File: src/rtl/clk_net_consts.svh
// Constants of the clock and control selection network
`ifndef CLK_NET_CONSTS_SVH
`define CLK_NET_CONSTS_SVH

// Network dimensions
`define NUM_PRIMARY      8
`define NUM_SECONDARY    8
`define NUM_CLK_PADS     6
`define NUM_DLL_OUT      2
`define NUM_REGIONS      20
`define NUM_EDGE_CLK     6
`define NUM_REG_SLICES   3

// Slice clock select codes (5 bits)
`define CLK_SEL_NONE     5'h00
`define CLK_SEL_PRIM     5'h01
`define CLK_SEL_SEC      5'h09
`define CLK_SEL_ROUTE    5'h10

// Slice control select codes (3 bits)
`define CTL_SEL_NONE     3'h0
`define CTL_SEL_SEC      3'h1
`define CTL_SEL_SEC7     3'h5
`define CTL_SEL_ROUTE    3'h6

// Value driven when a slice multiplexer has nothing chosen
`define MUX_IDLE_VALUE   1'b1

// Synchroniser and network latency from source pin to primary output
`define SRC_TO_OUT_CYCLES 3

`endif

File: src/rtl/clk_net_pkg.sv
// Types shared by the clock and control selection network
package clk_net_pkg;

   // Source category of a primary or edge clock line
   typedef enum logic [2:0] {
      CAT_PLL   = 3'h0,
      CAT_DLL   = 3'h1,
      CAT_DIV   = 3'h2,
      CAT_PAD   = 3'h3,
      CAT_ROUTE = 3'h4,
      CAT_QUAD  = 3'h5
   } src_cat_t;

   // Configuration phase, one-hot
   typedef enum logic [1:0] {
      CFG_LOAD = 2'b01,
      CFG_RUN  = 2'b10
   } cfg_phase_t;

endpackage

File: src/rtl/clk_net.sv
// Clock and control source selection network with static configuration
//
// How it works
// - Eight primary and eight secondary lines
// - Primary lines pick among six source kinds
// - Six clock pads, two per side
// - Secondary sources from pads, else routing
// - Lines 0-3 control, 4-7 clock
// - Line 7 also feeds set/reset or enable
// - Lines 0-2 also usable as clocks
// - Secondary distribution over twenty regions
// - Eight secondary resources in each region
// - Region lines carry controls as well
// - Global secondary line reaches every region
// - Slice clock: primaries, seven secondaries, routing
// - Slice control: secondaries or routing
// - Nothing chosen drives constant one
// - Slices 0-2 have muxes, slice 3 none
// - Two edge clocks on three edges
// - Edge clocks drive I/O registers
// - Sources: pads, loops, dividers, routing
module clk_net
   import clk_net_pkg::*;
#(
   parameter int N_PLL   = 10,
   parameter int N_DIV   = 4,
   parameter int N_ROUTE = 16,
   parameter int N_QUAD  = 4
)
(
   // Clock and reset
   input  wire logic                   clk,
   input  wire logic                   resetn,
   // Clock sources, asynchronous to clk
   input  wire logic [N_PLL-1:0]       pll_clk,
   input  wire logic [1:0]             dll_clk,
   input  wire logic [N_DIV-1:0]       divided_clock_output,
   input  wire logic [5:0]             pad_clk,
   input  wire logic [N_ROUTE-1:0]     route_sig,
   input  wire logic [N_QUAD-1:0]      quad_clk,
   // Primary line selections
   input  wire logic [7:0][2:0]        cfg_prim_cat,
   input  wire logic [7:0][3:0]        cfg_prim_idx,
   // Secondary line selections
   input  wire logic [7:0]             cfg_sec_use_pad,
   input  wire logic [7:0][2:0]        cfg_sec_pad_idx,
   input  wire logic [7:0][3:0]        cfg_sec_route_idx,
   input  wire logic [7:0]             cfg_sec_global,
   input  wire logic [19:0][7:0]       cfg_region_en,
   // Edge clock selections
   input  wire logic [5:0][2:0]        cfg_edge_cat,
   input  wire logic [5:0][3:0]        cfg_edge_idx,
   // Slice selections
   input  wire logic [4:0]             cfg_slice_region,
   input  wire logic [2:0][4:0]        cfg_slice_clk_sel,
   input  wire logic [2:0][2:0]        cfg_slice_ce_sel,
   input  wire logic [2:0][2:0]        cfg_slice_lsr_sel,
   // Network outputs
   output logic [7:0]                  primary_clk,
   output logic [7:0]                  secondary_source_lines,
   output logic [19:0][7:0]            region_sec,
   output logic [5:0]                  edge_clk,
   output logic [2:0]                  slice_clk,
   output logic [2:0]                  slice_ce,
   output logic [2:0]                  local_set_reset_control,
   output logic                        cfg_done
);
`include "clk_net_consts.svh"

   // ==========================================================
   // Source vector layout
   localparam int OFF_PLL   = 0;
   localparam int OFF_DLL   = OFF_PLL + N_PLL;
   localparam int OFF_DIV   = OFF_DLL + `NUM_DLL_OUT;
   localparam int OFF_PAD   = OFF_DIV + N_DIV;
   localparam int OFF_ROUTE = OFF_PAD + `NUM_CLK_PADS;
   localparam int OFF_QUAD  = OFF_ROUTE + N_ROUTE;
   localparam int SRC_W     = OFF_QUAD + N_QUAD;

   typedef struct packed {
      cfg_phase_t          phase;
      logic [SRC_W-1:0]    sync1;
      logic [SRC_W-1:0]    sync2;
      logic [7:0][2:0]     prim_cat;
      logic [7:0][3:0]     prim_idx;
      logic [7:0]          sec_use_pad;
      logic [7:0][2:0]     sec_pad_idx;
      logic [7:0][3:0]     sec_route_idx;
      logic [7:0]          sec_global;
      logic [19:0][7:0]    region_en;
      logic [5:0][2:0]     edge_cat;
      logic [5:0][3:0]     edge_idx;
      logic [4:0]          slice_region;
      logic [2:0][4:0]     slice_clk_sel;
      logic [2:0][2:0]     slice_ce_sel;
      logic [2:0][2:0]     slice_lsr_sel;
      logic [7:0]          prim;
      logic [7:0]          sec;
      logic [19:0][7:0]    region;
      logic [5:0]          edge_out;
   } net_state_t;

   net_state_t       state_reg;
   net_state_t       state_next;
   logic [SRC_W-1:0] src_in;
   logic [7:0]       slice_lines;

   assign src_in = {quad_clk, route_sig, pad_clk, divided_clock_output, dll_clk, pll_clk};

   // ==========================================================
   // Source pick by category and index; out of range reads as 0
   function automatic logic pick(input logic [2:0] cat, input logic [3:0] idx,
                                 input logic [SRC_W-1:0] v);
      logic r;
      int   i;
      r = 1'b0;
      i = int'(idx);
      case (cat)
         CAT_PLL:   if (i < N_PLL)         r = v[OFF_PLL + i];
         CAT_DLL:   if (i < `NUM_DLL_OUT)  r = v[OFF_DLL + i];
         CAT_DIV:   if (i < N_DIV)         r = v[OFF_DIV + i];
         CAT_PAD:   if (i < `NUM_CLK_PADS) r = v[OFF_PAD + i];
         CAT_ROUTE: if (i < N_ROUTE)       r = v[OFF_ROUTE + i];
         CAT_QUAD:  if (i < N_QUAD)        r = v[OFF_QUAD + i];
         default:   r = 1'b0;
      endcase
      return r;
   endfunction

   // ==========================================================
   // Next state of the whole network
   always_comb
   begin
      state_next = state_reg;
      // Two flops on every source before any mux reads it
      state_next.sync1 = src_in;
      state_next.sync2 = state_reg.sync1;

      // Selections are caught once after reset and then frozen, so a
      // stray change on the config pins can never glitch a clock
      case (state_reg.phase)
         CFG_LOAD:
         begin
            state_next.prim_cat      = cfg_prim_cat;
            state_next.prim_idx      = cfg_prim_idx;
            state_next.sec_use_pad   = cfg_sec_use_pad;
            state_next.sec_pad_idx   = cfg_sec_pad_idx;
            state_next.sec_route_idx = cfg_sec_route_idx;
            state_next.sec_global    = cfg_sec_global;
            state_next.region_en     = cfg_region_en;
            state_next.edge_cat      = cfg_edge_cat;
            state_next.edge_idx      = cfg_edge_idx;
            state_next.slice_region  = cfg_slice_region;
            state_next.slice_clk_sel = cfg_slice_clk_sel;
            state_next.slice_ce_sel  = cfg_slice_ce_sel;
            state_next.slice_lsr_sel = cfg_slice_lsr_sel;
            state_next.phase         = CFG_RUN;
         end
         CFG_RUN:
            state_next.phase = CFG_RUN;
         default:
            state_next.phase = CFG_LOAD;
      endcase

      // Eight quadrant primary lines over six source kinds
      for (int p = 0; p < `NUM_PRIMARY; p++)
         state_next.prim[p] = pick(state_reg.prim_cat[p], state_reg.prim_idx[p],
                                   state_reg.sync2);

      // Secondary sources: a pad where chosen, otherwise routing
      for (int s = 0; s < `NUM_SECONDARY; s++)
         state_next.sec[s] = state_reg.sec_use_pad[s]
            ? pick(CAT_PAD, {1'b0, state_reg.sec_pad_idx[s]}, state_reg.sync2)
            : pick(CAT_ROUTE, state_reg.sec_route_idx[s], state_reg.sync2);

      // Each region gets its enabled lines; global lines reach all
      for (int g = 0; g < `NUM_REGIONS; g++)
         state_next.region[g] = state_reg.sec &
            (state_reg.sec_global | state_reg.region_en[g]);

      // Edge clocks take pads, loops, dividers or routing only
      for (int e = 0; e < `NUM_EDGE_CLK; e++)
         state_next.edge_out[e] = (state_reg.edge_cat[e] == CAT_QUAD) ? 1'b0
            : pick(state_reg.edge_cat[e], state_reg.edge_idx[e], state_reg.sync2);
   end

   // ==========================================================
   // State register; constants only under reset
   always_ff @(posedge clk or negedge resetn)
   begin
      if (!resetn)
      begin
         state_reg       <= '0;
         state_reg.phase <= CFG_LOAD;
      end
      else
         state_reg <= state_next;
   end

   // Region feeding the slices; out-of-range region reads as idle 0
   always_comb
   begin
      slice_lines = 8'h00;
      if (state_reg.slice_region < 5'(`NUM_REGIONS))
         slice_lines = state_reg.region[state_reg.slice_region];
   end

   // ==========================================================
   // Slices 0..2 carry registers; slice 3 has no mux at all
   for (genvar k = 0; k < `NUM_REG_SLICES; k++)
   begin : g_slice
      slice_sel u_slice (
         .clk          (clk),
         .resetn       (resetn),
         .primary_clk  (state_reg.prim),
         .region_lines (slice_lines),
         .route_clk    (state_reg.sync2[OFF_ROUTE + k]),
         .route_ctl    (state_reg.sync2[OFF_ROUTE + `NUM_REG_SLICES + k]),
         .clk_sel      (state_reg.slice_clk_sel[k]),
         .ce_sel       (state_reg.slice_ce_sel[k]),
         .lsr_sel      (state_reg.slice_lsr_sel[k]),
         .slice_clk    (slice_clk[k]),
         .slice_ce     (slice_ce[k]),
         .slice_lsr    (local_set_reset_control[k])
      );
   end

   // Outputs straight from the state register
   assign primary_clk            = state_reg.prim;
   assign secondary_source_lines = state_reg.sec;
   assign region_sec             = state_reg.region;
   assign edge_clk               = state_reg.edge_out;
   assign cfg_done               = state_reg.phase[1];  // Run bit of the one-hot phase

   // ==========================================================
   // Checks
   property p_cfg_static;
      @(posedge clk) disable iff (!resetn)
      (state_reg.phase == CFG_RUN) |=> $stable(state_reg.prim_cat) && $stable(state_reg.region_en)
         && $stable(state_reg.slice_clk_sel) && (state_reg.phase == CFG_RUN);
   endproperty
   a_cfg_static: assert property (p_cfg_static) else $error("selection changed in run");

   property p_load_once;
      @(posedge clk) disable iff (!resetn)
      (state_reg.phase == CFG_LOAD) |=> (state_reg.phase == CFG_RUN);
   endproperty
   a_load_once: assert property (p_load_once) else $error("config not taken in one cycle");

   // Source checks wait three run cycles, so sync flops cleared by reset drop out
   property p_prim_pad;
      @(posedge clk) disable iff (!resetn)
      (cfg_done && $past(cfg_done) && $past(cfg_done, 2) && state_reg.prim_cat[3] == CAT_PAD
         && state_reg.prim_idx[3] == 4'h5) |-> (primary_clk[3] == $past(pad_clk[5], 3));
   endproperty
   a_prim_pad: assert property (p_prim_pad) else $error("primary 3 not pad 5");

   property p_prim_dll;
      @(posedge clk) disable iff (!resetn)
      (cfg_done && $past(cfg_done) && $past(cfg_done, 2) && state_reg.prim_cat[1] == CAT_DLL
         && state_reg.prim_idx[1] == 4'h1) |-> (primary_clk[1] == $past(dll_clk[1], 3));
   endproperty
   a_prim_dll: assert property (p_prim_dll) else $error("primary 1 not loop 1");

   property p_prim_quad;
      @(posedge clk) disable iff (!resetn)
      (cfg_done && $past(cfg_done) && $past(cfg_done, 2) && state_reg.prim_cat[5] == CAT_QUAD
         && state_reg.prim_idx[5] == 4'h2) |-> (primary_clk[5] == $past(quad_clk[2], 3));
   endproperty
   a_prim_quad: assert property (p_prim_quad) else $error("primary 5 not quad 2");

   property p_prim_route;
      @(posedge clk) disable iff (!resetn)
      (cfg_done && $past(cfg_done) && $past(cfg_done, 2) && state_reg.prim_cat[4] == CAT_ROUTE
         && state_reg.prim_idx[4] == 4'h7)
         |-> (primary_clk[4] == $past(route_sig[7], 3));
   endproperty
   a_prim_route: assert property (p_prim_route) else $error("primary 4 not routing 7");

   property p_prim_range;
      @(posedge clk) disable iff (!resetn)
      (cfg_done && state_reg.prim_cat[6] == CAT_PLL && int'(state_reg.prim_idx[6]) >= N_PLL)
         |=> !primary_clk[6];
   endproperty
   a_prim_range: assert property (p_prim_range) else $error("bad loop index not 0");

   property p_sec_pad;
      @(posedge clk) disable iff (!resetn)
      (cfg_done && $past(cfg_done) && $past(cfg_done, 2) && state_reg.sec_use_pad[0]
         && state_reg.sec_pad_idx[0] == 3'h0)
         |-> (secondary_source_lines[0] == $past(pad_clk[0], 3));
   endproperty
   a_sec_pad: assert property (p_sec_pad) else $error("secondary 0 not pad 0");

   property p_sec_route;
      @(posedge clk) disable iff (!resetn)
      (cfg_done && $past(cfg_done) && $past(cfg_done, 2) && !state_reg.sec_use_pad[7]
         && state_reg.sec_route_idx[7] == 4'hf)
         |-> (secondary_source_lines[7] == $past(route_sig[15], 3));
   endproperty
   a_sec_route: assert property (p_sec_route) else $error("secondary 7 not routing 15");

   property p_global;
      @(posedge clk) disable iff (!resetn)
      (cfg_done && state_reg.sec_global[0]) |=>
         (region_sec[0][0] == $past(secondary_source_lines[0]))
         && (region_sec[19][0] == $past(secondary_source_lines[0]));
   endproperty
   a_global: assert property (p_global) else $error("global line missing in a region");

   property p_region_off;
      @(posedge clk) disable iff (!resetn)
      (cfg_done && !state_reg.sec_global[4] && !state_reg.region_en[12][4]) |=> !region_sec[12][4];
   endproperty
   a_region_off: assert property (p_region_off) else $error("disabled region line active");

   property p_edge_pll;
      @(posedge clk) disable iff (!resetn)
      (cfg_done && $past(cfg_done) && $past(cfg_done, 2) && state_reg.edge_cat[0] == CAT_PLL
         && state_reg.edge_idx[0] == 4'h0) |-> (edge_clk[0] == $past(pll_clk[0], 3));
   endproperty
   a_edge_pll: assert property (p_edge_pll) else $error("edge 0 not loop 0");

   property p_edge_quad;
      @(posedge clk) disable iff (!resetn)
      (cfg_done && state_reg.edge_cat[5] == CAT_QUAD) |=> !edge_clk[5];
   endproperty
   a_edge_quad: assert property (p_edge_quad) else $error("quad source on edge 5");

   property p_region_on;
      @(posedge clk) disable iff (!resetn)
      (cfg_done && state_reg.region_en[12][6])
         |=> (region_sec[12][6] == $past(secondary_source_lines[6]));
   endproperty
   a_region_on: assert property (p_region_on) else $error("enabled region line missing");

   c_prim_pad: cover property (@(posedge clk) disable iff (!resetn)
      cfg_done && state_reg.prim_cat[3] == CAT_PAD ##3 primary_clk[3]);
   c_global: cover property (@(posedge clk) disable iff (!resetn)
      cfg_done && state_reg.sec_global[0] && region_sec[19][0]);
   c_edge: cover property (@(posedge clk) disable iff (!resetn)
      cfg_done && edge_clk[3]);
endmodule

File: src/rtl/slice_sel.sv
// Clock and control multiplexers of one register-bearing logic slice
module slice_sel
   import clk_net_pkg::*;
(
   // Clock and reset
   input  wire logic       clk,
   input  wire logic       resetn,
   // Network lines
   input  wire logic [7:0] primary_clk,
   input  wire logic [7:0] region_lines,
   input  wire logic       route_clk,
   input  wire logic       route_ctl,
   // Static selections
   input  wire logic [4:0] clk_sel,
   input  wire logic [2:0] ce_sel,
   input  wire logic [2:0] lsr_sel,
   // Slice outputs
   output logic            slice_clk,
   output logic            slice_ce,
   output logic            slice_lsr
);
`include "clk_net_consts.svh"

   typedef struct packed {
      logic clk_out;
      logic ce_out;
      logic lsr_out;
   } slice_state_t;

   slice_state_t state_reg;
   slice_state_t state_next;
   logic [6:0]   sec_clk_set;

   // Only lines 0,1,2 and 4..7 reach the clock mux; line 3 is control only
   assign sec_clk_set = {region_lines[7:4], region_lines[2:0]};

   // Control mux shared by clock enable and set/reset
   function automatic logic ctl_pick(input logic [2:0] sel, input logic [7:0] lines,
                                     input logic route);
      logic r;
      r = `MUX_IDLE_VALUE;
      if (sel >= `CTL_SEL_SEC && sel < `CTL_SEL_SEC7)
         r = lines[2'(sel - `CTL_SEL_SEC)];
      else if (sel == `CTL_SEL_SEC7)
         r = lines[7];
      else if (sel == `CTL_SEL_ROUTE)
         r = route;
      return r;
   endfunction

   // Next values of the three multiplexers
   always_comb
   begin
      state_next = state_reg;
      state_next.clk_out = `MUX_IDLE_VALUE;
      if (clk_sel >= `CLK_SEL_PRIM && clk_sel < `CLK_SEL_SEC)
         state_next.clk_out = primary_clk[3'(clk_sel - `CLK_SEL_PRIM)];
      else if (clk_sel >= `CLK_SEL_SEC && clk_sel < `CLK_SEL_ROUTE)
         state_next.clk_out = sec_clk_set[3'(clk_sel - `CLK_SEL_SEC)];
      else if (clk_sel == `CLK_SEL_ROUTE)
         state_next.clk_out = route_clk;
      state_next.ce_out  = ctl_pick(ce_sel, region_lines, route_ctl);
      state_next.lsr_out = ctl_pick(lsr_sel, region_lines, route_ctl);
   end

   // State register
   always_ff @(posedge clk or negedge resetn)
   begin
      if (!resetn)
         state_reg <= '0;
      else
         state_reg <= state_next;
   end

   assign slice_clk = state_reg.clk_out;
   assign slice_ce  = state_reg.ce_out;
   assign slice_lsr = state_reg.lsr_out;

   // ==========================================================
   // Checks
   property p_clk_idle;
      @(posedge clk) disable iff (!resetn)
      (clk_sel == `CLK_SEL_NONE) [*2] |-> slice_clk;
   endproperty
   a_clk_idle: assert property (p_clk_idle) else $error("idle clock mux not 1");

   property p_ctl_idle;
      @(posedge clk) disable iff (!resetn)
      (ce_sel == `CTL_SEL_NONE && lsr_sel == `CTL_SEL_NONE) [*2] |-> (slice_ce && slice_lsr);
   endproperty
   a_ctl_idle: assert property (p_ctl_idle) else $error("idle control mux not 1");

   property p_sec7_ctl;
      @(posedge clk) disable iff (!resetn)
      (lsr_sel == `CTL_SEL_SEC7) |=> (slice_lsr == $past(region_lines[7]));
   endproperty
   a_sec7_ctl: assert property (p_sec7_ctl) else $error("line 7 not on set/reset");

   property p_sec3_ctl;
      @(posedge clk) disable iff (!resetn)
      (ce_sel == 3'h4) |=> (slice_ce == $past(region_lines[3]));
   endproperty
   a_sec3_ctl: assert property (p_sec3_ctl) else $error("line 3 not on enable");

   property p_sec_clk2;
      @(posedge clk) disable iff (!resetn)
      (clk_sel == 5'h0b) |=> (slice_clk == $past(region_lines[2]));
   endproperty
   a_sec_clk2: assert property (p_sec_clk2) else $error("line 2 not on clock");

   property p_sec_clk3;
      @(posedge clk) disable iff (!resetn)
      (clk_sel == 5'h0c) |=> (slice_clk == $past(region_lines[4]));
   endproperty
   a_sec_clk3: assert property (p_sec_clk3) else $error("fourth code not line 4");

   c_slice_idle: cover property (@(posedge clk) disable iff (!resetn)
      clk_sel == `CLK_SEL_NONE ##1 slice_clk);
endmodule

File: config.mk
export PLATFORM = sky130hd
export DESIGN_NAME = clk_net
export DESIGN_NICKNAME = d
export VERILOG_FILES = /design/src/rtl/clk_net_pkg.sv /design/src/rtl/clk_net.sv /design/src/rtl/slice_sel.sv
export VERILOG_INCLUDE_DIRS = /design/src /design/src/rtl
export SDC_FILE = /design/constraint.sdc
export NUM_CORES = 1
export LEC_CHECK = 0
export BUFFER_PORTS_ARGS = -buffer_cell sky130_fd_sc_hd__clkbuf_2
export CAP_MARGIN = 20
export CORE_MARGIN = 2
export CORE_UTILIZATION = 55
export DETAILED_ROUTE_END_ITERATION = 12
export GPL_ROUTABILITY_DRIVEN = 1
export GPL_TIMING_DRIVEN = 1
export PLACE_DENSITY = 0.83
export SKIP_CTS_REPAIR_TIMING = 1
export SLEW_MARGIN = 20
export SYNTH_ARGS = -nofsm -noshare
export SYNTH_HDL_FRONTEND = slang
export SYNTH_SLANG_ARGS = --single-unit
export TNS_END_PERCENT = 50
File: constraint.sdc
create_clock -name clk -period 5.2 [get_ports clk]
set_clock_uncertainty 0.1 [all_clocks]
set_input_delay 1.3 -clock clk [delete_from_list [all_inputs] [get_ports clk]]
set_output_delay 1.3 -clock clk [all_outputs]
set_load 0.03 [all_outputs]
### Word-level counts from Yosys, hierarchy flattened

Cells that the tools add are included.

| storage, ports and cells | value |
|---|---|
| register bits | 645 |
| input bits | 412 |
| output and inout port bits | 192 |
| word-level logic and storage cells | 976 |

| operators by class | value |
|---|---|
| $add $sub $neg | 92 |
| magnitude comparators | 196 |
| eq/ne operators | 87 |
| muxes and demuxes | 423 |
| bitwise operators | 40 |
| reductions and logical operators | 27 |

Operators by type and width:

| operator | count |
|---|---|
| $bmux W1 S6 | 80 |
| $lt A6 B7 Y1 const B | 44 |
| $mux W1 | 299 |
| $add A5 B4 Y6 const A | 36 |
| $lt A5 B7 Y1 const B | 28 |
| $and A8 B8 Y8 | 20 |
| $or A8 B8 Y8 | 20 |
| $add A4 B4 Y5 const A | 28 |
| $eq A3 B3 Y1 const B | 40 |
| $lt A4 B3 Y1 const B | 28 |
| $lt A4 B7 Y1 const B | 14 |
| $eq A3 B2 Y1 const B | 28 |
| $add A6 B4 Y7 const A | 8 |
| $bmux W1 S4 | 14 |
| $lt A4 B2 Y1 const B | 14 |
| $lt A4 B4 Y1 const B | 14 |
| $lt A7 B7 Y1 const B | 8 |
| $add A5 B3 Y6 const A | 8 |
| $pmux W1 S6 | 8 |
| $eq A3 B1 Y1 const B | 14 |
| $logic_not A3 Y1 | 14 |
| $lt A3 B3 Y1 const B | 14 |
| $bmux W8 S5 | 1 |
| $pmux W1 S5 | 6 |
| 19 further kinds | 77 |

### Depth between registers and ports, before layout

| logic depth | value |
|---|---|
| word-level depth | 7 |
| depth in mapped cells | 14 |
| mapped depth without buffers | 11 |

### By module

Synthesis repeated with hierarchy kept, for this count alone.

| second synthesis, totals | value |
|---|---|
| cells, all modules | 3271 |
| area total of the unflattened synthesis | 41686.2 um2 |

By module, submodules not included:

| module | times used | cells each | area an instance (um2) |
|---|---|---|---|
| clk_net | 1 | 3111 | 40126.0 |
| slice_sel (g_slice[0].u_slice ...) | 2 | 54 | 521.8 |
| slice_sel (g_slice[1].u_slice) | 1 | 52 | 516.7 |

### Least setup slack after synthesis

Ideal clock, no wire load.

| path | value |
|---|---|
| path type | register to register |
| start point | register state_reg[221] (netlist bit) |
| end point | register state_reg (netlist bit edge_clk[0]) |
| setup time | 0.122 ns |
| data arrival time | 2.817 ns |
| required time | 4.978 ns |
| slack | 2.161 ns |
| stages on the path, launching flop included | 15 |
| path through | dfrtp_1 -> clkbuf_1 -> buf_2 -> buf_2 -> inv_1 -> ha_1 -> inv_1 -> ha_1 -> inv_1 -> mux4_2 -> nor2_1 -> a21oi_1 -> a31oi_1 -> o221ai_1 -> a32o_1 |

RTL lines:

| what | line | source |
|---|---|---|
| from (decl) | clk_net.sv:103 | `net_state_t state_reg;` |
| from (signal assigned) | clk_net.sv:197 | `state_reg <= state_next;` |

==> metrics.cfg <==
[global_routing]
antenna_found_initial = 22
grt_use_total_pct = 33.47
grt_max_degree = 118
grt-ovfl-total = 0
grt_pass1_wl_um = 192800
first_global_vias = 30880

[timing]
min_period_over_period_pct = 70.06
slew_headroom_pct = 22.46
drv_slew = 0
hold_viol = 0
clock.fmax_mhz = 274.5
tightestPinTransition_ns = 1.158
final.setup.tns_ns = 0
rsz0062_at_grt = no
setup_viol = 0
min_period_ns = 3.643
finalHoldWorstSlack_ns = 0.2428

[detailed_routing]
drc = 0
routed_wl_um = 129000
viasPerCell = 6.780
wl_per_cell_um = 28.96
vias = 30200
firstDrtPassIters = 6
ant_nets = 0
drt_iter0_drc = 3697

[worst_setup_path]
crit_fanout = 25
cp-start-kind = flip-flop
critPathMaxStageDelay_ns = 0.85
crit_buf_inv = 1
critical_path_class = flip-flop to flip-flop
reg2reg_depth = 8
crit_cells = 8
worstSetupEndpointType = flip-flop
path_delay_family = compound AO/OA/AOI/OAI gates
required_ns = 5.60
crit_chain = buf_4 > mux4_2 > mux2i_1 > o22ai_1 > a21oi_2 > a2111o_1 > a211oi_1 > or3_1
cp_slowest_cell = dfrtp_2
critPathArrivalTime_ns = 4.05

[clocking]
clock-root-buffer = clkbuf_16
clk_pin_slew_ns = 0.06
htree_levels = 3
clk_latency_ns = 0.63
numCtsBuffers = 73
cts_tree = done
cts_sinks = 645
ctsLongestPathBuffers = 3

[worst_hold_path]
holdPathStages = 0
min-delay-path-class = flip-flop to flip-flop

[floorplan]
die_h_um = 276.5
initial_utilization_pct = 55.77
io_pins = 604
core_area_um2 = 73210
num_rows = 99
fp.dieW_um = 276.5
die_area_um2 = 76430

[logic_synthesis]
synthTopCellsByArea = dfrtp_1, mux4_2, mux2_2, ha_1, buf_4
synth_ff_type = dfrtp_1
ys_warn_count = 0
synth_top_area_share_pct = 39.47
yosysSeqAreaShare_pct = 39.54
synth_cell_types = 74
syn-num-nets = 3701
synth_edf_count = 0
syn_area_per_cell_um2 = 12.94
synth_common_cells = dfrtp_1, mux4_2, mux2_2
syn_area_um2 = 40830
synth_most_common_cell = dfrtp_1
postSynth.asyncResetShare_pct = 100.0
ys_ff_latch = 645
yosysTopAreaCell = dfrtp_1
netlist_instances = 3156

[finish]
largest_reg_flops = 411
synthToLayoutAreaGrowth_pct = 11.65
drive_gt1_share_pct = 44.78
final_nets = 3966
final_util_pct = 62.27
finalNonFillerCells = 4454

[flow_run]
cap_violations = 0

[power]
power.density_nw_per_um2 = 315.0
p_leak_uw = 0.01961
vdd_drop_max_v = 0.0003131
power_uw = 14360

[placement]
place_congestion = 0.9096
dpl.hpwl_um = 84170
place_inst = 4304
port_buffers = 603

[outcome]
status = finished, final reports clean

==> power by group <==
part	internal (µW)	switching, µW	total, µW
logic	1430	1630	3060
clock network	3080	2230	5310
registers	5390	588	5980
==> placed cells by master (no fill, tap or decap), types with 111 or more instances in the layout <==
| master | count |
|---|---|
| inv_1 | 140 |
| clkbuf_2 | 602 |
| ha_1 | 132 |
| o21a_1 | 161 |
| mux2i_1 | 111 |
| nand2_1 | 147 |
| dfrtp_1 | 636 |
| mux2_2 | 308 |
| o21ai_0 | 125 |
| mux4_2 | 434 |
==> worst paths after layout <==
| check | start | to | slack, ns |
|---|---|---|---|
| max | state_reg[216] | g_slice[0].u_slice.slice_clk | 1.56 |
| max in group asynchronous | resetn | region_sec[122] | 3.17 |
| max reg2reg | state_reg[216] | g_slice[0].u_slice.slice_clk | 1.56 |
| min | state_next[551] | state_reg[551] | 0.24 |
| min reg2reg | state_next[551] | state_reg[551] | 0.24 |
| min in group asynchronous | resetn | state_next[560] | 0.63 |
==> per-stage QoR <==
step / instance area [µm²] / setup slack, ns
after global placement: 43010 / 1.740
after floorplan: 40830 / 2.161
final: 45580 / 1.557
after global routing: 45580 / 1.444
after CTS: 45500 / 1.635
after detailed placement: 43010 / 1.667
==> cells by family (layout without fill, tap and decap cells) <==
logic type	Yosys count	after routing	share of synthesized area, %
muxes	858	858	35.48
DFF	645	645	39.54
buffers and inverters	631	950	7.995
AOI/OAI and AO/OA	487	487	7.925
and+or+nand+nor	385	385	4.624
adders and majority gates	133	133	4.076
xor gates and xnor gates	17	17	0.3647
other	0	20	0
==> per-layer routing <==
| metal | part of all wire, % | GRT usage (%) |
|---|---|---|
| met2 | 45 | 49.04 |
| met1 | 37 | 44.71 |
| met5 | 0 | 0.3127 |
| met4 | 6.4 | 19.64 |
| met3 | 12 | 9.599 |
==> area by class of cell <==
type                    instances  area (µm²)
fillers                      5359       27620
multi-input cells            1880       21430
flip-flops and latches        645       16150
repair buffers                680        3726
clock buffers                 101        2072
well taps                     959        1200
inverters                     141       529.3
clock inverters                28       419.2
diodes                         20       50.05
==> worst register-to-register path, stage by stage, from the launching register on <==
cell      delay, ns
dfrtp_2        0.85
buf_4          0.44
mux4_2         0.58
mux2i_1        0.16
o22ai_1        0.11
a21oi_2        0.59
a2111o_1       0.27
a211oi_1       0.05
or3_1          0.39
No activity file was read; power rests on OpenSTA's default activity.
